[src/rtl/mil_map.svh]
`ifndef MIL_MAP_SVH
`define MIL_MAP_SVH

// Register byte offsets, one aligned word each
`define MIL_OFS_IDENT0 8'h00
`define MIL_OFS_IDENT1 8'h04
`define MIL_OFS_IDENT2 8'h08
`define MIL_OFS_REV 8'h0c
`define MIL_OFS_UID 8'h10
`define MIL_OFS_MCUCTL 8'h14
`define MIL_OFS_ANA 8'h18
`define MIL_OFS_EVLOCK 8'h1c
`define MIL_OFS_WVLOCK 8'h20
`define MIL_OFS_CCPKEY 8'h24
`define MIL_OFS_ANASTAT 8'h28

// Field positions
`define MIL_SCAN_DIS_BIT 0
`define MIL_EV_HI_BIT 4
`define MIL_EV_LO_BIT 0
`define MIL_WV_E0_BIT 2
`define MIL_WV_C0_BIT 0
`define MIL_CCP_OPEN_BIT 0

// Writable bits and reset values
`define MIL_MCU_MASK 8'h01
`define MIL_ANA_MASK 8'h0f
`define MIL_EV_MASK 8'h11
`define MIL_WV_MASK 8'h05
`define MIL_RST_VAL 8'h00
`define MIL_REV_MASK 8'h0f

// Protection unlock
`define MIL_CCP_KEY 8'hd8
`define MIL_CCP_WINDOW 3'd4

// Start-up delay codes and their spacing in peripheral clocks
`define MIL_DLY_NONE 2'b00
`define MIL_DLY_C2 2'b01
`define MIL_DLY_C8 2'b10
`define MIL_DLY_C32 2'b11
`define MIL_DLY_N2 6'd2
`define MIL_DLY_N8 6'd8
`define MIL_DLY_N32 6'd32

`endif

[src/rtl/mil_pkg.sv]
package mil_pkg;

  typedef struct packed {
    logic cyc;
    logic stb;
    logic we;
    logic [3:0] sel;
    logic [7:0] adr;
    logic [31:0] dat;
  } mil_wb_req_t;

  typedef struct packed {
    logic ref_on;
    logic bias_on;
  } mil_ana_out_t;

  typedef enum logic [1:0] {
    MIL_SEQ_IDLE = 2'b00,
    MIL_SEQ_WAIT = 2'b01,
    MIL_SEQ_UP = 2'b10
  } mil_seq_state_t;

endpackage

[src/rtl/mil_ctrl_top.sv]
// Overview of operation
// - Identity byte zero always reads a fixed maker code, writes ignored.
// - Identity byte one reads a constant encoding flash size.
// - Identity byte two reads a constant encoding the device number.
// - Revision register gives revision in bits 3:0; bits 7:4 reserved.
// - Eight-bit scan user identifier is loaded automatically from flash.
// - Control bit 0 set disables the boundary-scan test interface.
// - Scan-disable and lock bits change only under the unlock sequence.
// - Each port's two-bit field enables sequential analog start-up.
// - Code 00 direct, 01 two, 10 eight, 11 thirty-two clocks.
// - Event lock bit 4 blocks writes to event channels 4 to 7.
// - Event lock bit 0 blocks writes to event channels 0 to 3.
// - Wave lock bit 2 blocks writes to timer E0 waveform extension.
// - Wave lock bit 0 blocks writes to timer C0 waveform extension.
`timescale 1ns/1ns
`default_nettype none
`include "mil_map.svh"

module mil_ctrl_top #(
  parameter logic [7:0] IDENT0 = 8'h5a, // Arbitrary value
  parameter logic [7:0] IDENT1 = 8'h94, // Arbitrary value
  parameter logic [7:0] IDENT2 = 8'h42, // Arbitrary value
  parameter logic [3:0] REVISION = 4'h0, // Arbitrary value
  parameter int NPORTS = 2
) (
  input wire logic clk_i,
  input wire logic rst_i,
  input wire mil_pkg::mil_wb_req_t wb_i,
  output logic [31:0] wb_dat_o,
  output logic wb_ack_o,
  input wire logic uid_load_i,
  input wire logic [7:0] uid_flash_i,
  input wire logic [NPORTS-1:0] ana_en_i,
  output logic [NPORTS-1:0] ana_ref_o,
  output logic [NPORTS-1:0] ana_bias_o,
  output logic scan_port_disable_o,
  output logic upper_channels_lock_o,
  output logic lower_channels_lock_o,
  output logic timer_e0_wave_lock_o,
  output logic timer_c0_wave_lock_o,
  input wire logic [7:0] evt_wr_i,
  output logic [7:0] evt_wr_ok_o,
  input wire logic [1:0] wave_wr_i,
  output logic [1:0] wave_wr_ok_o
);

  // Two ports fill the four delay bits
  if (NPORTS < 1 || NPORTS > 2) begin : g_bad_ports
    $error("NPORTS must be 1 or 2");
  end

  logic ack_q;
  logic [31:0] dat_q;
  logic [31:0] rd_d;
  logic req;
  logic wr;
  logic ccp_open;
  logic key_wr;
  logic prot_wr;
  logic [7:0] uid_q;
  logic [7:0] ana_q;
  logic scan_q;
  logic ev_hi_q;
  logic ev_lo_q;
  logic wv_e_q;
  logic wv_c_q;
  logic [7:0] evt_ok_q;
  logic [1:0] wave_ok_q;
  mil_pkg::mil_ana_out_t ana_out [NPORTS];

  // New request only while no answer is pending, so a held cycle acts once
  assign req = wb_i.cyc && wb_i.stb && !ack_q;
  assign wr = req && wb_i.we && wb_i.sel[0];
  assign key_wr = wr && wb_i.adr == `MIL_OFS_CCPKEY && wb_i.dat[7:0] == `MIL_CCP_KEY;
  assign prot_wr = wr && ccp_open;

  mil_ccp_unlock u_ccp (
    .clk_i(clk_i),
    .rst_i(rst_i),
    .key_wr_i(key_wr),
    .open_o(ccp_open)
  );

  always_ff @(posedge clk_i) begin
    if (rst_i) begin
      ack_q <= 1'b0;
    end else begin
      ack_q <= req;
    end
  end

  // Unmapped offsets answer with zero and drop writes
  always_comb begin
    rd_d = 32'h0000_0000;
    unique case (wb_i.adr)
      `MIL_OFS_IDENT0: rd_d[7:0] = IDENT0;
      `MIL_OFS_IDENT1: rd_d[7:0] = IDENT1;
      `MIL_OFS_IDENT2: rd_d[7:0] = IDENT2;
      `MIL_OFS_REV: rd_d[3:0] = REVISION;
      `MIL_OFS_UID: rd_d[7:0] = uid_q;
      `MIL_OFS_MCUCTL: rd_d[`MIL_SCAN_DIS_BIT] = scan_q;
      `MIL_OFS_ANA: rd_d[7:0] = ana_q & `MIL_ANA_MASK;
      `MIL_OFS_EVLOCK: begin
        rd_d[`MIL_EV_HI_BIT] = ev_hi_q;
        rd_d[`MIL_EV_LO_BIT] = ev_lo_q;
      end
      `MIL_OFS_WVLOCK: begin
        rd_d[`MIL_WV_E0_BIT] = wv_e_q;
        rd_d[`MIL_WV_C0_BIT] = wv_c_q;
      end
      `MIL_OFS_CCPKEY: rd_d[`MIL_CCP_OPEN_BIT] = ccp_open;
      `MIL_OFS_ANASTAT: begin
        for (int p = 0; p < NPORTS; p++) begin
          rd_d[p] = ana_out[p].bias_on;
          rd_d[p+4] = ana_out[p].ref_on;
        end
      end
      default: rd_d = 32'h0000_0000;
    endcase
  end

  always_ff @(posedge clk_i) begin
    if (rst_i) begin
      dat_q <= 32'h0000_0000;
    end else if (req && !wb_i.we) begin
      dat_q <= rd_d;
    end
  end

  // Flash loader presents the identifier after reset
  always_ff @(posedge clk_i) begin
    if (rst_i) begin
      uid_q <= `MIL_RST_VAL;
    end else if (uid_load_i) begin
      uid_q <= uid_flash_i;
    end
  end

  always_ff @(posedge clk_i) begin
    if (rst_i) begin
      ana_q <= `MIL_RST_VAL;
    end else if (wr && wb_i.adr == `MIL_OFS_ANA) begin
      ana_q <= wb_i.dat[7:0] & `MIL_ANA_MASK;
    end
  end

  // Scan disable may be cleared again, unlike the lock bits
  always_ff @(posedge clk_i) begin
    if (rst_i) begin
      scan_q <= 1'b0;
    end else if (prot_wr && wb_i.adr == `MIL_OFS_MCUCTL) begin
      scan_q <= wb_i.dat[`MIL_SCAN_DIS_BIT];
    end
  end

  // Lock bits only ever set; reset is the sole way out
  always_ff @(posedge clk_i) begin
    if (rst_i) begin
      ev_hi_q <= 1'b0;
      ev_lo_q <= 1'b0;
    end else if (prot_wr && wb_i.adr == `MIL_OFS_EVLOCK) begin
      ev_hi_q <= ev_hi_q | wb_i.dat[`MIL_EV_HI_BIT];
      ev_lo_q <= ev_lo_q | wb_i.dat[`MIL_EV_LO_BIT];
    end
  end

  always_ff @(posedge clk_i) begin
    if (rst_i) begin
      wv_e_q <= 1'b0;
      wv_c_q <= 1'b0;
    end else if (prot_wr && wb_i.adr == `MIL_OFS_WVLOCK) begin
      wv_e_q <= wv_e_q | wb_i.dat[`MIL_WV_E0_BIT];
      wv_c_q <= wv_c_q | wb_i.dat[`MIL_WV_C0_BIT];
    end
  end

  // Write strobes toward the protected units pass one flop, costing a cycle
  always_ff @(posedge clk_i) begin
    if (rst_i) begin
      evt_ok_q <= 8'h00;
    end else begin
      evt_ok_q[7:4] <= evt_wr_i[7:4] & {4{!ev_hi_q}};
      evt_ok_q[3:0] <= evt_wr_i[3:0] & {4{!ev_lo_q}};
    end
  end

  always_ff @(posedge clk_i) begin
    if (rst_i) begin
      wave_ok_q <= 2'b00;
    end else begin
      wave_ok_q[1] <= wave_wr_i[1] && !wv_e_q;
      wave_ok_q[0] <= wave_wr_i[0] && !wv_c_q;
    end
  end

  for (genvar p = 0; p < NPORTS; p++) begin : g_port
    mil_start_seq u_seq (
      .clk_i(clk_i),
      .rst_i(rst_i),
      .en_i(ana_en_i[p]),
      .code_i(ana_q[2*p+1:2*p]),
      .out_o(ana_out[p])
    );
    assign ana_ref_o[p] = ana_out[p].ref_on;
    assign ana_bias_o[p] = ana_out[p].bias_on;
  end

  assign wb_ack_o = ack_q;
  assign wb_dat_o = dat_q;
  assign scan_port_disable_o = scan_q;
  assign upper_channels_lock_o = ev_hi_q;
  assign lower_channels_lock_o = ev_lo_q;
  assign timer_e0_wave_lock_o = wv_e_q;
  assign timer_c0_wave_lock_o = wv_c_q;
  assign evt_wr_ok_o = evt_ok_q;
  assign wave_wr_ok_o = wave_ok_q;
endmodule

`default_nettype wire

[src/rtl/mil_ccp_unlock.sv]
`timescale 1ns/1ns
`default_nettype none
`include "mil_map.svh"

module mil_ccp_unlock (
  input wire logic clk_i,
  input wire logic rst_i,
  input wire logic key_wr_i,
  output logic open_o
);

  logic [2:0] cnt_q;

  // Window restarts on every key write
  always_ff @(posedge clk_i) begin
    if (rst_i) begin
      cnt_q <= 3'd0;
    end else if (key_wr_i) begin
      cnt_q <= `MIL_CCP_WINDOW;
    end else if (cnt_q != 3'd0) begin
      cnt_q <= cnt_q - 3'd1;
    end
  end

  assign open_o = (cnt_q != 3'd0);
endmodule

`default_nettype wire

[src/rtl/mil_start_seq.sv]
`timescale 1ns/1ns
`default_nettype none
`include "mil_map.svh"

module mil_start_seq (
  input wire logic clk_i,
  input wire logic rst_i,
  input wire logic en_i,
  input wire logic [1:0] code_i,
  output mil_pkg::mil_ana_out_t out_o
);

  mil_pkg::mil_seq_state_t state_q;
  logic [5:0] cnt_q;
  logic [5:0] dly_q;
  logic [5:0] gap_q;

  function automatic logic [5:0] dly_of(input logic [1:0] code);
    unique case (code)
      `MIL_DLY_C2: dly_of = `MIL_DLY_N2;
      `MIL_DLY_C8: dly_of = `MIL_DLY_N8;
      `MIL_DLY_C32: dly_of = `MIL_DLY_N32;
      `MIL_DLY_NONE: dly_of = 6'd0;
    endcase
  endfunction

  // Code is latched at start; a change mid-sequence waits for the next enable
  always_ff @(posedge clk_i) begin
    if (rst_i || !en_i) begin
      state_q <= mil_pkg::MIL_SEQ_IDLE;
      out_o <= '0;
      cnt_q <= 6'd0;
      dly_q <= 6'd0;
    end else begin
      unique case (state_q)
        mil_pkg::MIL_SEQ_IDLE: begin
          dly_q <= dly_of(code_i);
          out_o.ref_on <= 1'b1;
          if (code_i == `MIL_DLY_NONE) begin
            out_o.bias_on <= 1'b1;
            state_q <= mil_pkg::MIL_SEQ_UP;
          end else begin
            cnt_q <= dly_of(code_i) - 6'd1;
            state_q <= mil_pkg::MIL_SEQ_WAIT;
          end
        end
        mil_pkg::MIL_SEQ_WAIT: begin
          if (cnt_q == 6'd0) begin
            out_o.bias_on <= 1'b1;
            state_q <= mil_pkg::MIL_SEQ_UP;
          end else begin
            cnt_q <= cnt_q - 6'd1;
          end
        end
        mil_pkg::MIL_SEQ_UP: state_q <= mil_pkg::MIL_SEQ_UP;
        default: state_q <= mil_pkg::MIL_SEQ_IDLE;
      endcase
    end
  end

  // Checker only: cycles since reference came on
  always_ff @(posedge clk_i) begin
    if (rst_i || !out_o.ref_on) begin
      gap_q <= 6'd0;
    end else if (gap_q != 6'h3f) begin
      gap_q <= gap_q + 6'd1;
    end
  end
endmodule

`default_nettype wire

[config.mk]
export PLATFORM = sky130hd
export DESIGN_NAME = mil_ctrl_top
export DESIGN_NICKNAME = d
export VERILOG_FILES = /design/src/rtl/mil_pkg.sv /design/src/rtl/mil_ctrl_top.sv /design/src/rtl/mil_ccp_unlock.sv /design/src/rtl/mil_start_seq.sv
export VERILOG_INCLUDE_DIRS = /design/src /design/src/rtl
export SDC_FILE = /design/constraint.sdc
export NUM_CORES = 1
export LEC_CHECK = 0
export BUFFER_PORTS_ARGS = -buffer_cell sky130_fd_sc_hd__buf_2
export CAP_MARGIN = 20
export CORE_MARGIN = 2
export CORE_UTILIZATION = 38
export DETAILED_ROUTE_END_ITERATION = 8
export PLACE_DENSITY_LB_ADDON = 0.1
export SYNTH_ARGS = -nofsm -noshare
export SYNTH_HDL_FRONTEND = slang
export SYNTH_SLANG_ARGS = --single-unit
[constraint.sdc]
create_clock -name clk_i -period 2.6 [get_ports clk_i]
set_clock_uncertainty 0.05 [all_clocks]
set_input_delay 0.26 -clock clk_i [delete_from_list [all_inputs] [get_ports clk_i]]
set_output_delay 0.26 -clock clk_i [all_outputs]
set_load 0.01 [all_outputs]
==> qor.yml <==
root_buffer: "clkbuf_8"
postCtsSetupBuffers: 0
chipHeight_um: 94.4
cts_buffers: 9
wl_per_cell_um: 13.4
total_power_mw: 2.08
wirelength_mm: 7.40
synth_edf_count: 0
synth_seq_area_share: 0.380
cts_tree: "yes"
ir_worst_vdd_mv: 0.253
cp.arrival_ns: 2.30
post-place-ws_ns: 0.545
seq_power_share: 0.462
netlist_area_um2: 3110
rsz0062_at_grt: "no"
ys_ff_latch: 59
cpMostUsedCell: "ha_1"
cpLargestDelayFamily: "simple AND/OR/NAND/NOR gates"
switching_share: 0.262
p_int_mw: 1.53
p_comb_frac: 0.126
p_switching_mw: 0.544
io_buffer_count: 70
fmax_ghz: 0.481
clock_latency_ns: 0.34
yosys.area.top_type: "dfxtp_1"
reg2reg_depth: 8
drt_iter0_drc: 130
slew_headroom: 0.546
status: "complete, no violations"
setup_violations: 0
drive_gt1_frac: 0.222
num_rows: 32
crit_chain: "inv_1 > ha_1 > ha_1 > nor4_1 > buf_4 > nor4b_1 > a21oi_1 > nor2_1"
die_area_um2: 8920
clk_path_buf_depth: 2
cp.depth: 8
io_pins: 122
total_leakage_power_nw: 1.67
syn_inst: 375
fillers: 805
cts.clk_slew.worst_paths_ns: 0.07
critical_path_class: "reg2reg"
syn_area_per_cell_um2: 8.29
cp.required_ns: 2.82
gr-total-overflow: 0
die_x_um: 94.4
gp_congestion: 0.844
cp-startpoint: "u_ccp.cnt_q[0]"
timing.reg2reg.setup_slack_ns: 0.52
start_util: 0.398
cts_max_level: 3
cp_slowest_cell: "nor4b_1"
yosysTopAreaCellShare: 0.380
ant_nets: 0
grt_pass1_wl_mm: 12.2
synth_area_leaders: "dfxtp_1 38%, mux2i_1 6.4%, nor2_1 6.4%, buf_4 5.8%, ha_1 4.8%"
worstReg2RegStart: "u_ccp.cnt_q[0]"
antenna_found_initial: 0
ctsResizeCount: 0
start_kind: "flip-flop"
num_vias: 2705
tns_ns: 0
drv_slew: 0
p_clk_frac: 0.412
maxCapViolations: 0
firstDrtPassIters: 4
max_stage_delay_ns: 0.39
holdCritPathClass: "in2reg"
ctsHoldBuffers: 0
grt_usage: 0.176
nets: 528
synth_flop_cell: "dfxtp_1"
grt_pass1_vias: 2500
fin_crit_ns: 2.08
worstSetupEndpointType: "flip-flop"
finalCritPeriodShare: 0.800
crit_buf_inv: 2
diodes: 0
clkSinkCount: 59
power_density_nw_per_um2: 566
crit_end: "timer_e0_wave_lock_o"
synth_warnings: 0
hold_violations: 0
synth-async-reset-ratio: 0
worstMarginPinSlew_ns: 0.671
viasPerCell: 4.90
crit_fanout: 7
drc: 0
coreArea_um2: 7810
grt_max_degree: 21
area_delta_synth_final_pct: 18.1
r2r-end: "timer_e0_wave_lock_o"
dp.final_hpwl_mm: 5.62
yosysUniqueCellTypes: 58
setup_slack_ns: 0.520
synth_stat cells (3+ instances only):
cell type   n
inv_1      19
nand2b_1    4
nor4_1      6
o21ai_0    16
a211oi_1    3
buf_4      24
nand4_1     4
a21oi_1    25
nor3_1      7
nor3b_1     5
or3_1       4
clkbuf_1   10
a31oi_1     4
mux2i_1    20
nor2_1     53
ha_1       12
and2_1      8
nor4b_1     4
nand2_1    28
nor2b_1     5
dfxtp_1    59
nand3_1    10
worst min-delay path by stage:
stage                start             end  slack, ns  depth (start not counted)
6_report       evt_wr_i[3]  evt_wr_ok_o[3]       0.07                          2
5_1_grt        evt_wr_i[3]  evt_wr_ok_o[3]       0.05                          2
4_1_cts        evt_wr_i[3]  evt_wr_ok_o[3]       0.06                          2
3_5_place_dp   wb_dat_o[6]     wb_dat_o[6]       0.39                          2
3_3_place_gp   wb_dat_o[4]     wb_dat_o[4]       0.39                          2
2_1_floorplan  evt_wr_i[0]  evt_wr_ok_o[0]       0.33                          1
sequential cells by signal (all words and copies together) (netlist names):
signal                 flops
ana_q                      4
evt_wr_ok_o                8
g_port.u_seq.cnt_q        12
g_port.u_seq.out_o         4
g_port.u_seq.state_q       4
lower_channels_lock_o      1
scan_port_disable_o        1
timer_c0_wave_lock_o       1
timer_e0_wave_lock_o       1
u_ccp.cnt_q                3
uid_q                      8
upper_channels_lock_o      1
wave_wr_ok_o               2
wb_ack_o                   1
wb_dat_o                   8
cells by family after synthesis:
kind of cell             Yosys count  share of synthesized area
flip-flops                        59                      0.380
XOR/XNOR                           2                    0.00564
AO/OA/AOI/OAI                     75                      0.158
AND/OR/NAND/NOR                  148                      0.238
multiplexers                      21                     0.0680
adder cells (fa/ha/maj)           12                     0.0483
buffers and inverters             57                      0.101
other                              1                    0.00121
metrics by stage:
step	cell area [um2]	hold WS, ns	utilization	instances
final	3670	0.0741	0.470	552
after floorplan	3190	0.332	-	398
after global routing	3670	0.0531	0.470	552
after detailed placement	3470	0.393	0.444	537
after CTS	3670	0.0553	0.470	552
after global placement	3470	0.390	0.444	537
power groups by stage:
stage	registers, mW	logic [mW]	clock network (mW)
2_1_floorplan	0.982	0.193	0
3_3_place_gp	0.980	0.259	0
3_5_place_dp	0.980	0.264	0
4_1_cts	0.960	0.264	0.884
5_1_grt	0.964	0.301	0.924
6_report	0.959	0.262	0.854
final cells by class:
| class | instances | area (um2) | area share |
|---|---|---|---|
| repair buffers | 75 | 388 | 0.106 |
| clock inverters | 4 | 50.0 | 0.0136 |
| multi-input cells | 282 | 1700 | 0.463 |
| well taps | 102 | 128 | 0.0348 |
| inverters | 19 | 71.3 | 0.0194 |
| flip-flops and latches | 59 | 1180 | 0.322 |
| clock buffers | 11 | 151 | 0.0413 |
layout by cell type (no fill, tap or decap), types with 8 or more instances in the layout:
| master | n |
|---|---|
| nand3_1 | 10 |
| dfxtp_1 | 59 |
| inv_1 | 19 |
| clkbuf_8 | 11 |
| a21oi_1 | 25 |
| conb_1 | 24 |
| nand2_1 | 28 |
| mux2i_1 | 20 |
| o21ai_0 | 16 |
| buf_2 | 70 |
| nor2_1 | 53 |
| and2_1 | 8 |
| ha_1 | 12 |
metal layers:
metal / part of all wire / wire length (um) / vias up / global-route usage
li1: - / - / 1405 / -
met1: 0.49 / 3630 / 1213 / 0.240
met2: 0.44 / 3280 / 77 / 0.268
met3: 0.051 / 376 / 10 / 0.0399
met4: 0.015 / 111 / 0 / 0.0725
met5: 0 / 0 / - / 0
Note: power is estimated with default switching activity, not from simulation.
